==> src/dvid_pkg.sv <==
/*
 * Constants, mode codes and helpers for the dynamic voltage-select tracker.
 * Assumes a 100 MHz system clock; the sample and slew divider counts are derived from it here.
 */
// Overview of operation
// - The voltage-select inputs are sampled on every tick of a 3 MHz sampling strobe in every mode.
// - A changed code is accepted only after the same new value is read on three consecutive samples.
// - In direct-step modes the accepted code is loaded into the reference DAC at once in one update.
// - In slewing modes a new code that differs by more than one step is accepted.
// - In slewing modes the DAC steps 6.25 mV per step at 330 kHz toward the target and stops on equality.
// - The configured reference-table mode chooses direct update or stepped slewing.
package dvid_pkg;

    // ****************************************
    // Timing
    // ****************************************
    localparam int CLK_FREQ_KHZ = 100000;
    localparam int SAMPLE_FREQ_KHZ = 3000;
    localparam int SLEW_FREQ_KHZ = 330;
    // Period rounds down, so the strobe runs a hair fast rather than slow
    localparam int SAMPLE_DIV = CLK_FREQ_KHZ / SAMPLE_FREQ_KHZ;
    localparam int SLEW_DIV = CLK_FREQ_KHZ / SLEW_FREQ_KHZ;
    localparam int STABLE_READS = 3;
    localparam int STEP_UV = 6250;
    localparam int DIRECT_MIN_SPACING_NS = 2000;

    // ****************************************
    // Widths and reset values
    // ****************************************
    localparam int CODE_W = 8;
    localparam logic [CODE_W-1:0] CODE_RST = 8'h00;

    // ****************************************
    // Reference-table modes
    // ****************************************
    typedef enum logic [1:0]
    {
        MODE_DIRECT_TEN = 2'h0,
        MODE_DIRECT_ELEVEN = 2'h1,
        MODE_SLEW_FIVE = 2'h2,
        MODE_SLEW_SIX = 2'h3
    } table_mode_t;

    typedef enum logic
    {
        ST_HOLD = 1'b0,
        ST_SLEW = 1'b1
    } slew_state_t;

    function automatic logic isSlewMode(input table_mode_t m);
        isSlewMode = (m == MODE_SLEW_FIVE) || (m == MODE_SLEW_SIX);
    endfunction

endpackage

==> src/vsc_if.sv <==
/*
 * Carrier between the code validator and the tracker core.
 * Assumes both ends share sys_clk.
 */
`timescale 1ns/1ps
interface vsc_if #(parameter int CODE_W = 8);
    logic [CODE_W-1:0] acceptedCode;
    logic acceptPulse;

    modport validator (output acceptedCode, output acceptPulse);
    modport core (input acceptedCode, input acceptPulse);
endinterface

==> src/vsc_validator.sv <==
/*
 * Samples the voltage-select code on a 3 MHz strobe and validates changes.
 * Assumes the code input is synchronous to sys_clk.
 */
`timescale 1ns/1ps
module vsc_validator #(
    parameter int CODE_W = dvid_pkg::CODE_W,
    parameter int SAMPLE_DIV = dvid_pkg::SAMPLE_DIV
)(
    input wire logic sysClk,
    input wire logic rst,
    input wire logic clkEn,
    input wire logic [CODE_W-1:0] voltageSelectCode,
    vsc_if.validator link
);

    // ****************************************
    // Sampling strobe
    // ****************************************
    logic [7:0] divCnt_r, divCnt_nxt;
    logic [CODE_W-1:0] lastRead_r, lastRead_nxt;
    logic [CODE_W-1:0] accepted_r, accepted_nxt;
    logic [1:0] reads_r, reads_nxt;
    logic pulse_r, pulse_nxt;
    logic sampleTick;

    always_comb
    begin
        sampleTick = (divCnt_r == 8'(SAMPLE_DIV - 1));
        divCnt_nxt = sampleTick ? 8'h00 : divCnt_r + 8'h01;
        lastRead_nxt = lastRead_r;
        reads_nxt = reads_r;
        accepted_nxt = accepted_r;
        pulse_nxt = 1'b0;
        if (sampleTick)
        begin
            lastRead_nxt = voltageSelectCode;
            if (voltageSelectCode != lastRead_r)
                reads_nxt = 2'h1;
            else if (reads_r != 2'(dvid_pkg::STABLE_READS))
                reads_nxt = reads_r + 2'h1;
            // Third identical read of a value not yet in force
            if (voltageSelectCode == lastRead_r &&
                reads_r == 2'(dvid_pkg::STABLE_READS - 1) &&
                voltageSelectCode != accepted_r)
            begin
                accepted_nxt = voltageSelectCode;
                pulse_nxt = 1'b1;
            end
        end
    end

    always_ff @(posedge sysClk)
    begin
        if (rst)
        begin
            divCnt_r <= 8'h00;
            lastRead_r <= dvid_pkg::CODE_RST;
            accepted_r <= dvid_pkg::CODE_RST;
            reads_r <= 2'h0;
            pulse_r <= 1'b0;
        end
        else if (clkEn)
        begin
            divCnt_r <= divCnt_nxt;
            lastRead_r <= lastRead_nxt;
            accepted_r <= accepted_nxt;
            reads_r <= reads_nxt;
            pulse_r <= pulse_nxt;
        end
    end

    assign link.acceptedCode = accepted_r;
    assign link.acceptPulse = pulse_r;

endmodule // vsc_validator

==> src/dynamic_vid_reference_tracker.sv <==
/*
 * Reference DAC code tracker for dynamic voltage-select changes.
 * Assumes synchronous inputs and a processor that keeps direct-mode pacing.
 */
`timescale 1ns/1ps
module dynamic_vid_reference_tracker #(
    parameter int CODE_W = dvid_pkg::CODE_W,
    parameter int SAMPLE_DIV = dvid_pkg::SAMPLE_DIV,
    parameter int SLEW_DIV = dvid_pkg::SLEW_DIV
)(
    input wire logic sys_clk,
    input wire logic rst,
    input wire logic clkEn,
    input wire logic [CODE_W-1:0] voltageSelectCode,
    input wire logic [1:0] tableMode,
    output logic [CODE_W-1:0] dacCode_r,
    output logic [CODE_W-1:0] targetCode_r,
    output logic slewBusy_r,
    output logic codeAccepted_r
);

    // ****************************************
    // Validation
    // ****************************************
    vsc_if #(.CODE_W(CODE_W)) link ();

    // Direct modes rely on the processor pacing single steps
    vsc_validator #(
        .CODE_W(CODE_W),
        .SAMPLE_DIV(SAMPLE_DIV)
    ) validator (
        .sysClk(sys_clk),
        .rst(rst),
        .clkEn(clkEn),
        .voltageSelectCode(voltageSelectCode),
        .link(link.validator)
    );

    // ****************************************
    // Reference stepping
    // ****************************************
    dvid_pkg::slew_state_t state_r, state_nxt;
    logic [CODE_W-1:0] dac_nxt, target_nxt;
    logic [9:0] slewCnt_r, slewCnt_nxt;
    logic busy_nxt, accepted_nxt;
    logic slewTick, slewMode;

    always_comb
    begin
        slewMode = dvid_pkg::isSlewMode(dvid_pkg::table_mode_t'(tableMode));
        slewTick = (slewCnt_r == 10'(SLEW_DIV - 1));
        slewCnt_nxt = slewTick ? 10'h000 : slewCnt_r + 10'h001;
        state_nxt = state_r;
        dac_nxt = dacCode_r;
        target_nxt = targetCode_r;
        accepted_nxt = link.acceptPulse;
        if (link.acceptPulse)
            target_nxt = link.acceptedCode;
        unique case (state_r)
            dvid_pkg::ST_HOLD:
            begin
                if (link.acceptPulse)
                begin
                    if (!slewMode)
                        dac_nxt = link.acceptedCode;
                    else
                    begin
                        state_nxt = dvid_pkg::ST_SLEW;
                        // Stepping phase restarts so the first step is a
                        // full step period after acceptance
                        slewCnt_nxt = 10'h000;
                    end
                end
            end
            dvid_pkg::ST_SLEW:
            begin
                if (!slewMode)
                begin
                    // A switch to a direct mode mid-slew lands on the target at once
                    dac_nxt = target_nxt;
                    state_nxt = dvid_pkg::ST_HOLD;
                end
                else if (slewTick)
                begin
                    // One LSB is one 6.25 mV step
                    if (dacCode_r < target_nxt)
                        dac_nxt = dacCode_r + CODE_W'(1);
                    else if (dacCode_r > target_nxt)
                        dac_nxt = dacCode_r - CODE_W'(1);
                    if (dac_nxt == target_nxt)
                        state_nxt = dvid_pkg::ST_HOLD;
                end
            end
        endcase
        busy_nxt = (state_nxt == dvid_pkg::ST_SLEW);
    end

    always_ff @(posedge sys_clk)
    begin
        if (rst)
        begin
            state_r <= dvid_pkg::ST_HOLD;
            dacCode_r <= dvid_pkg::CODE_RST;
            targetCode_r <= dvid_pkg::CODE_RST;
            slewCnt_r <= 10'h000;
            slewBusy_r <= 1'b0;
            codeAccepted_r <= 1'b0;
        end
        else if (clkEn)
        begin
            state_r <= state_nxt;
            dacCode_r <= dac_nxt;
            targetCode_r <= target_nxt;
            slewCnt_r <= slewCnt_nxt;
            slewBusy_r <= busy_nxt;
            codeAccepted_r <= accepted_nxt;
        end
    end

endmodule // dynamic_vid_reference_tracker

==> config.mk <==
export PLATFORM = sky130hd
export DESIGN_NAME = dynamic_vid_reference_tracker
export DESIGN_NICKNAME = d
export VERILOG_FILES = /design/src/dvid_pkg.sv /design/src/vsc_if.sv /design/src/vsc_validator.sv /design/src/dynamic_vid_reference_tracker.sv
export SDC_FILE = /design/constraint.sdc
export NUM_CORES = 1
export LEC_CHECK = 0
export BUFFER_PORTS_ARGS = -buffer_cell sky130_fd_sc_hd__buf_2
export CORE_MARGIN = 5
export CORE_UTILIZATION = 30
export CTS_CLUSTER_SIZE = 25
export DETAILED_ROUTE_END_ITERATION = 8
export PLACE_DENSITY = 0.47
export SYNTH_ARGS = -nofsm -noshare
export SYNTH_HDL_FRONTEND = slang
export SYNTH_HIERARCHICAL = 1
export SYNTH_SLANG_ARGS = --single-unit
==> constraint.sdc <==
create_clock -name sys_clk -period 3.2 [get_ports sys_clk]
set_input_delay 0.64 -clock sys_clk [delete_from_list [all_inputs] [get_ports sys_clk]]
set_output_delay 0.64 -clock sys_clk [all_outputs]
set_load 0.05 [all_outputs]
After elaboration in Yosys (flattened, before gate mapping)
Cells that the tools add are included.

storage, ports and cells
  register bits = 55
  bits of input ports = 13
  output and inout bits = 18
  logic and storage cells = 65

operators by class
  add/subtract/negate cells = 5
  magnitude comparators = 2
  equality and inequality tests = 13
  multiplexer cells = 26
  bitwise logic cells = 1
  reductions and logical operators = 8

operator list
  cell                                                                     count
  8-bit 2-to-1 mux                                                         11
  10-bit 2-to-1 mux                                                        4
  8-bit by 1-bit adder with 8-bit output, second input constant            2
  8-bit equality test                                                      2
  8-bit inequality test                                                    2
  8-bit case mux with 2 select lines                                       1
  10-bit by 1-bit adder with 10-bit output, second input constant          1
  10-bit by 9-bit equality test with 1-bit output, second input constant   1
  8-bit by 6-bit equality test with 1-bit output, second input constant    1
  8-bit > comparator                                                       1
  8-bit less-than comparator                                               1
  8-bit by 1-bit subtractor with 8-bit output, second input constant       1
  1-bit 2-to-1 mux                                                         7
  2-bit equality test, second input constant                               3
  3-bit AND reduction                                                      2
  2-bit 2-to-1 mux                                                         2
  2-bit inequality test, second input constant                             2
  4-bit AND reduction                                                      1
  3-bit inequality test, second input constant                             1
  2-bit by 1-bit adder with 2-bit output, second input constant            1
  1-bit logical AND                                                        2
  2-bit by 1-bit inequality test with 1-bit output, second input constant  1
  1-bit case mux with 2 select lines                                       1
  2-bit AND reduction                                                      1
  3 further kinds                                                          3

Longest topological paths before layout
  depth after elaboration = 12
  mapped depth = 13
  mapped depth without buffers = 11

Cells and area by module
Netlist, hierarchy kept.

by module, submodules not included
  module                         instances  cells each  area an instance (µm²)  sequential area each (µm²)
  dynamic_vid_reference_tracker  1          257         2078.2                  560.5
  vsc_validator                  1          154         1377.6                  540.5

Worst setup path before layout
Ideal clock, no wire load.

  path type = register to register
  start = register validator.pulse_r, in the netlist validator/link.acceptPulse
  end = register state_r
  library setup time = 115 ps
  arrival = 2709 ps
  data required time = 3085 ps
  slack = 377 ps
  cell stages (with the launch flop) = 12
  buffers on the path = 2
  clock period less this slack = 2823 ps
  cell sequence = dfxtp_1 > buf_2 > mux2i_1 > ha_1 > a21oi_1 > a21boi_4 > nand2b_1 > buf_6 > mux2_4 > xnor3_1 > nand4_1 > o21a_1

on the way
  cells in the longest elaborated chain, start to end = 12
  elaborated cells on any way between the ends = 14
  those cells by class = order compare (2); eq/ne (1); mux (11)

RTL lines
  element                               RTL line                              RTL
  from (decl)                           vsc_validator.sv:24                   logic pulse_r, pulse_nxt;
  from (signal assigned)                vsc_validator.sv:69                   pulse_r <= pulse_nxt;
  8-bit 2-to-1 mux                      dynamic_vid_reference_tracker.sv:57   if (link.acceptPulse)
  8-bit > comparator                    dynamic_vid_reference_tracker.sv:88   else if (dacCode_r > target_nxt)
  8-bit 2-to-1 mux                      dynamic_vid_reference_tracker.sv:88
  8-bit 2-to-1 mux                      dynamic_vid_reference_tracker.sv:86   if (dacCode_r < target_nxt)
  8-bit 2-to-1 mux                      dynamic_vid_reference_tracker.sv:83   else if (slewTick)
  8-bit 2-to-1 mux                      dynamic_vid_reference_tracker.sv:77   if (!slewMode)
  8-bit 2-to-1 mux                      dynamic_vid_reference_tracker.sv:59   unique case (state_r)
  8-bit equality test                   dynamic_vid_reference_tracker.sv:90   if (dac_nxt == target_nxt)
  1-bit 2-to-1 mux                      dynamic_vid_reference_tracker.sv:90
  1-bit 2-to-1 mux                      dynamic_vid_reference_tracker.sv:83
  1-bit 2-to-1 mux                      dynamic_vid_reference_tracker.sv:77
  1-bit case mux with 2 select lines *  dynamic_vid_reference_tracker.sv:59
  to (signal assigned)                  dynamic_vid_reference_tracker.sv:102  state_r <= dvid_pkg::ST_HOLD;
  to (signal assigned)                  dynamic_vid_reference_tracker.sv:111  state_r <= state_nxt;
  to (decl)                             dynamic_vid_reference_tracker.sv:42   dvid_pkg::slew_state_t state_r, state_nxt;

Mark *: on every way between the ends. The rest lies on a longest branch, timed or not. The select of a mux whose other input is x is not followed.
A chain may end at the register's enable or synchronous reset.

Worst setup path after layout
  start = register validator.pulse_r, in the netlist validator/link.acceptPulse
  end = register dacCode_r[6]

on the way
  cells in the longest elaborated chain, start to end = 10
  elaborated cells on any way between the ends = 13
  those cells by class = order compare (2); eq/ne (1); mux (9); reduce/logical (1)

RTL lines
  element                             RTL line                              RTL
  8-bit 2-to-1 mux                    dynamic_vid_reference_tracker.sv:57
  8-bit > comparator                  dynamic_vid_reference_tracker.sv:88
  8-bit 2-to-1 mux                    dynamic_vid_reference_tracker.sv:88
  8-bit 2-to-1 mux                    dynamic_vid_reference_tracker.sv:86
  8-bit 2-to-1 mux                    dynamic_vid_reference_tracker.sv:83
  8-bit 2-to-1 mux                    dynamic_vid_reference_tracker.sv:77
  8-bit 2-to-1 mux                    dynamic_vid_reference_tracker.sv:59
  8-bit 2-to-1 mux                    dynamic_vid_reference_tracker.sv:83
  8-bit 2-to-1 mux                    dynamic_vid_reference_tracker.sv:77
  8-bit case mux with 2 select lines  dynamic_vid_reference_tracker.sv:59
  to (signal assigned)                dynamic_vid_reference_tracker.sv:103  dacCode_r <= dvid_pkg::CODE_RST;
  to (signal assigned)                dynamic_vid_reference_tracker.sv:112  dacCode_r <= dac_nxt;
  to (decl)                           dynamic_vid_reference_tracker.sv:16   output logic [CODE_W-1:0] dacCode_r,

Several ways; a longest one is shown, not always the timed one. The select of a mux whose other input is x is not followed.

==> flow_metrics.env <==
export IMPL_slew_violations=0
export IMPL_core_area_um2=11400
export IMPL_setup_viol=0
export IMPL_p_leak_nw=1.62
export IMPL_run_status="complete, no violations"
export IMPL_grt_pass1_wl_um=14600
export IMPL_synth_top_area_frac=0.319
export IMPL_place_gp_congestion=0.775
export IMPL_dr_pass1_iters=4
export IMPL_synthMuxAreaShare=0.0373
export IMPL_syn_cell_area_um2=3460
export IMPL_async_flop_share=0
export IMPL_yosys_area_share_xor_xnor=0.125
export IMPL_ys_warn_count=6
export IMPL_fin_crit_sh=0.922
export IMPL_reg2reg_to="dacCode_r[6]"
export IMPL_min_from="validator/lastRead_r[1]"
export IMPL_yosys_area_share_simple=0.241
export IMPL_rrSetupSlack_ns=0.25
export IMPL_endpoint_kind="flip-flop"
export IMPL_drv_cap=0
export IMPL_num_vias=2978
export IMPL_num_rows=39
export IMPL_ios=31
export IMPL_cts_tree="yes"
export IMPL_synth_top_family_by_area="simple AND/OR/NAND/NOR gates"
export IMPL_synthMostInstantiatedCell="dfxtp_1"
export IMPL_wl_um=8470
export IMPL_cts_buffers=5
export IMPL_overflow=0
export IMPL_placedInstanceArea_um2=3800
export IMPL_worst_setup_path_type="reg -> reg"
export IMPL_syn_nets=440
export IMPL_synth_largest_area_cell="dfxtp_1"
export IMPL_synthFlopType="dfxtp_1"
export IMPL_die_w_um=117
export IMPL_start_util=0.304
export IMPL_fmax_ghz=0.339
export IMPL_antenna_found_initial=0
export IMPL_worstPathArrival_ns=3.15
export IMPL_drive_above_1_share=0.170
export IMPL_cp_startpoint="validator/link.acceptPulse"
export IMPL_dp_final_hpwl_um=6400
export IMPL_synth_common_cells="dfxtp_1 (55), nand2_1 (46), nor2_1 (41)"
export IMPL_worst_slew_pin_slew_ns=0.565
export IMPL_postCtsHoldBufs=0
export IMPL_area_growth_syn_to_layout_pct=14.2
export IMPL_min_to="validator/lastRead_r[1]"
export IMPL_rsz0062_at_grt="false"
export IMPL_synthAdderAreaFrac=0.0579
export IMPL_ys_ff_latch=55
export IMPL_min_path_type="reg -> reg"
export IMPL_cts_resized=0
export IMPL_seq_area_frac_synth=0.319
export IMPL_via_per_inst=5.06
export IMPL_synth_edff_count=0
export IMPL_wire_per_inst_um=14.4
export IMPL_antenna_cells=0
export IMPL_nNetsFinal=474
export IMPL_die_area_um2=13800
export IMPL_ys_types=55
export IMPL_crit_fanout=9
export IMPL_htreeDepth=2
export IMPL_ir_drop_v=0.000179
export IMPL_layout_area_seq_um2=1100
export IMPL_clk_latency_ns=0.29
export IMPL_grt_usage=0.125
export IMPL_die_h_um=117
export IMPL_clkTransAtPathRegs_ns=0.07
export IMPL_cts_path_max_buffers=2
export IMPL_numClockSinks=55
export IMPL_startpoint_type="flip-flop"
export IMPL_hold_viol=0
export IMPL_drtIter0Drc=109
export IMPL_grt_pass1_vias=2940
export IMPL_synth_cells=411
export IMPL_grt_max_degree=25
export IMPL_io_buffers=29
export IMPL_synth_area_top_cells="dfxtp_1 (32%), xor2_1 (8.1%), ha_1 (5.8%)"
export IMPL_holdPathStages=2
export IMPL_max_slew_margin=0.623
export IMPL_rr_worst_depth=11
export IMPL_worst_ep_required_time_ns=3.40
export IMPL_reg2reg_from="validator/link.acceptPulse"
export IMPL_post_cts_buffers=0
export IMPL_drc=0
export IMPL_finClkSkew_ns=0.00929
export IMPL_tns_ns=0
export IMPL_min_period_ns=2.95
export IMPL_pwr_density_cell_nw_per_um2=330
export IMPL_multi_input_area_um2=2170
export IMPL_fin_area_um2=3950
export IMPL_synth_compound_area_frac=0.165
export IMPL_syn_avg_cell_area_um2=8.41
export IMPL_ant_nets=0
export IMPL_root_buffer="clkbuf_16"
export IMPL_nFillCells=1190
## critical path: stages (launching register included)
cell,delay (ns)
dfxtp_1,0.40
buf_4,0.22
mux2i_2,0.33
ha_1,0.32
and4_4,0.20
a21oi_2,0.18
nor3b_4,0.30
nand3b_1,0.11
mux2_4,0.29
xnor2_1,0.14
a21oi_1,0.09
o41ai_2,0.27
## power by group
part           internal (mW)  switching, mW
combinational         0.0259         0.0439
clock                  0.290          0.246
sequential             0.690        0.00822
total                   1.01          0.298
## stage by stage
stage | hold slack (ns) | cells | setup slack (ns) | util | power [mW]
floorplan | 0.445 | 411 | 0.377 | - | 0.758
global placement | 0.454 | 581 | 0.242 | 0.334 | 0.783
detailed placement | 0.459 | 581 | 0.201 | 0.334 | 0.784
CTS | 0.469 | 589 | 0.176 | 0.346 | 1.33
global route | 0.486 | 589 | 0.00591 | 0.347 | 1.36
finish | 0.467 | 589 | 0.248 | 0.347 | 1.30
## layer usage
metal | GRT usage | wire length, um
met2 | 0.203 | 3940
met1 | 0.168 | 4120
met5 | 0 | 0
met3 | 0.0279 | 302
met4 | 0.0341 | 97
## registers in the layout, summed over array words and instances (netlist names), 2 cells and up
signal and flops:
dacCode_r 8, validator/link.acceptedCode 8, slewCnt_r 10, targetCode_r 8, validator/lastRead_r 8, validator/reads_r 2, validator/divCnt_r 8
## layout by cell type (no fill, tap or decap), drive strengths merged, types with 9 or more instances in the layout
cell type,count
dfxtp,55
buf,51
nand2,46
nor2,41
a21oi,39
xor2,32
o21ai,20
ha,16
nand4,16
nand3,14
xnor2,12
inv,11
mux2i,11
and3,9
## how the worst max path moves through the flow
stage	to	slack, ns
finish	dacCode_r[6]	0.25
CTS	dacCode_r[6]	0.18
floorplan	state_r	0.38
global route	state_r	0.006
global placement	state_r	0.24
detailed placement	state_r	0.20
## area by class of cell
class                   instances  share of cell area
clock inverters                 2             0.00317
clock buffers                   6              0.0327
repair buffers                 51              0.0787
well taps                     143              0.0454
flip-flops and latches         55               0.279
inverters                      11              0.0105
multi-input cells             321               0.551
## logic make-up (layout without fill, tap and decap cells)
logic type	after synthesis	after routing
buffers and inverters	35	70
multiplexers	12	12
adder cells (fa/ha/maj)	16	16
AO/OA/AOI/OAI	89	89
flip-flops	55	55
XOR/XNOR	46	46
AND/OR/NAND/NOR	158	158
No activity file was read; power rests on OpenSTA's default activity.
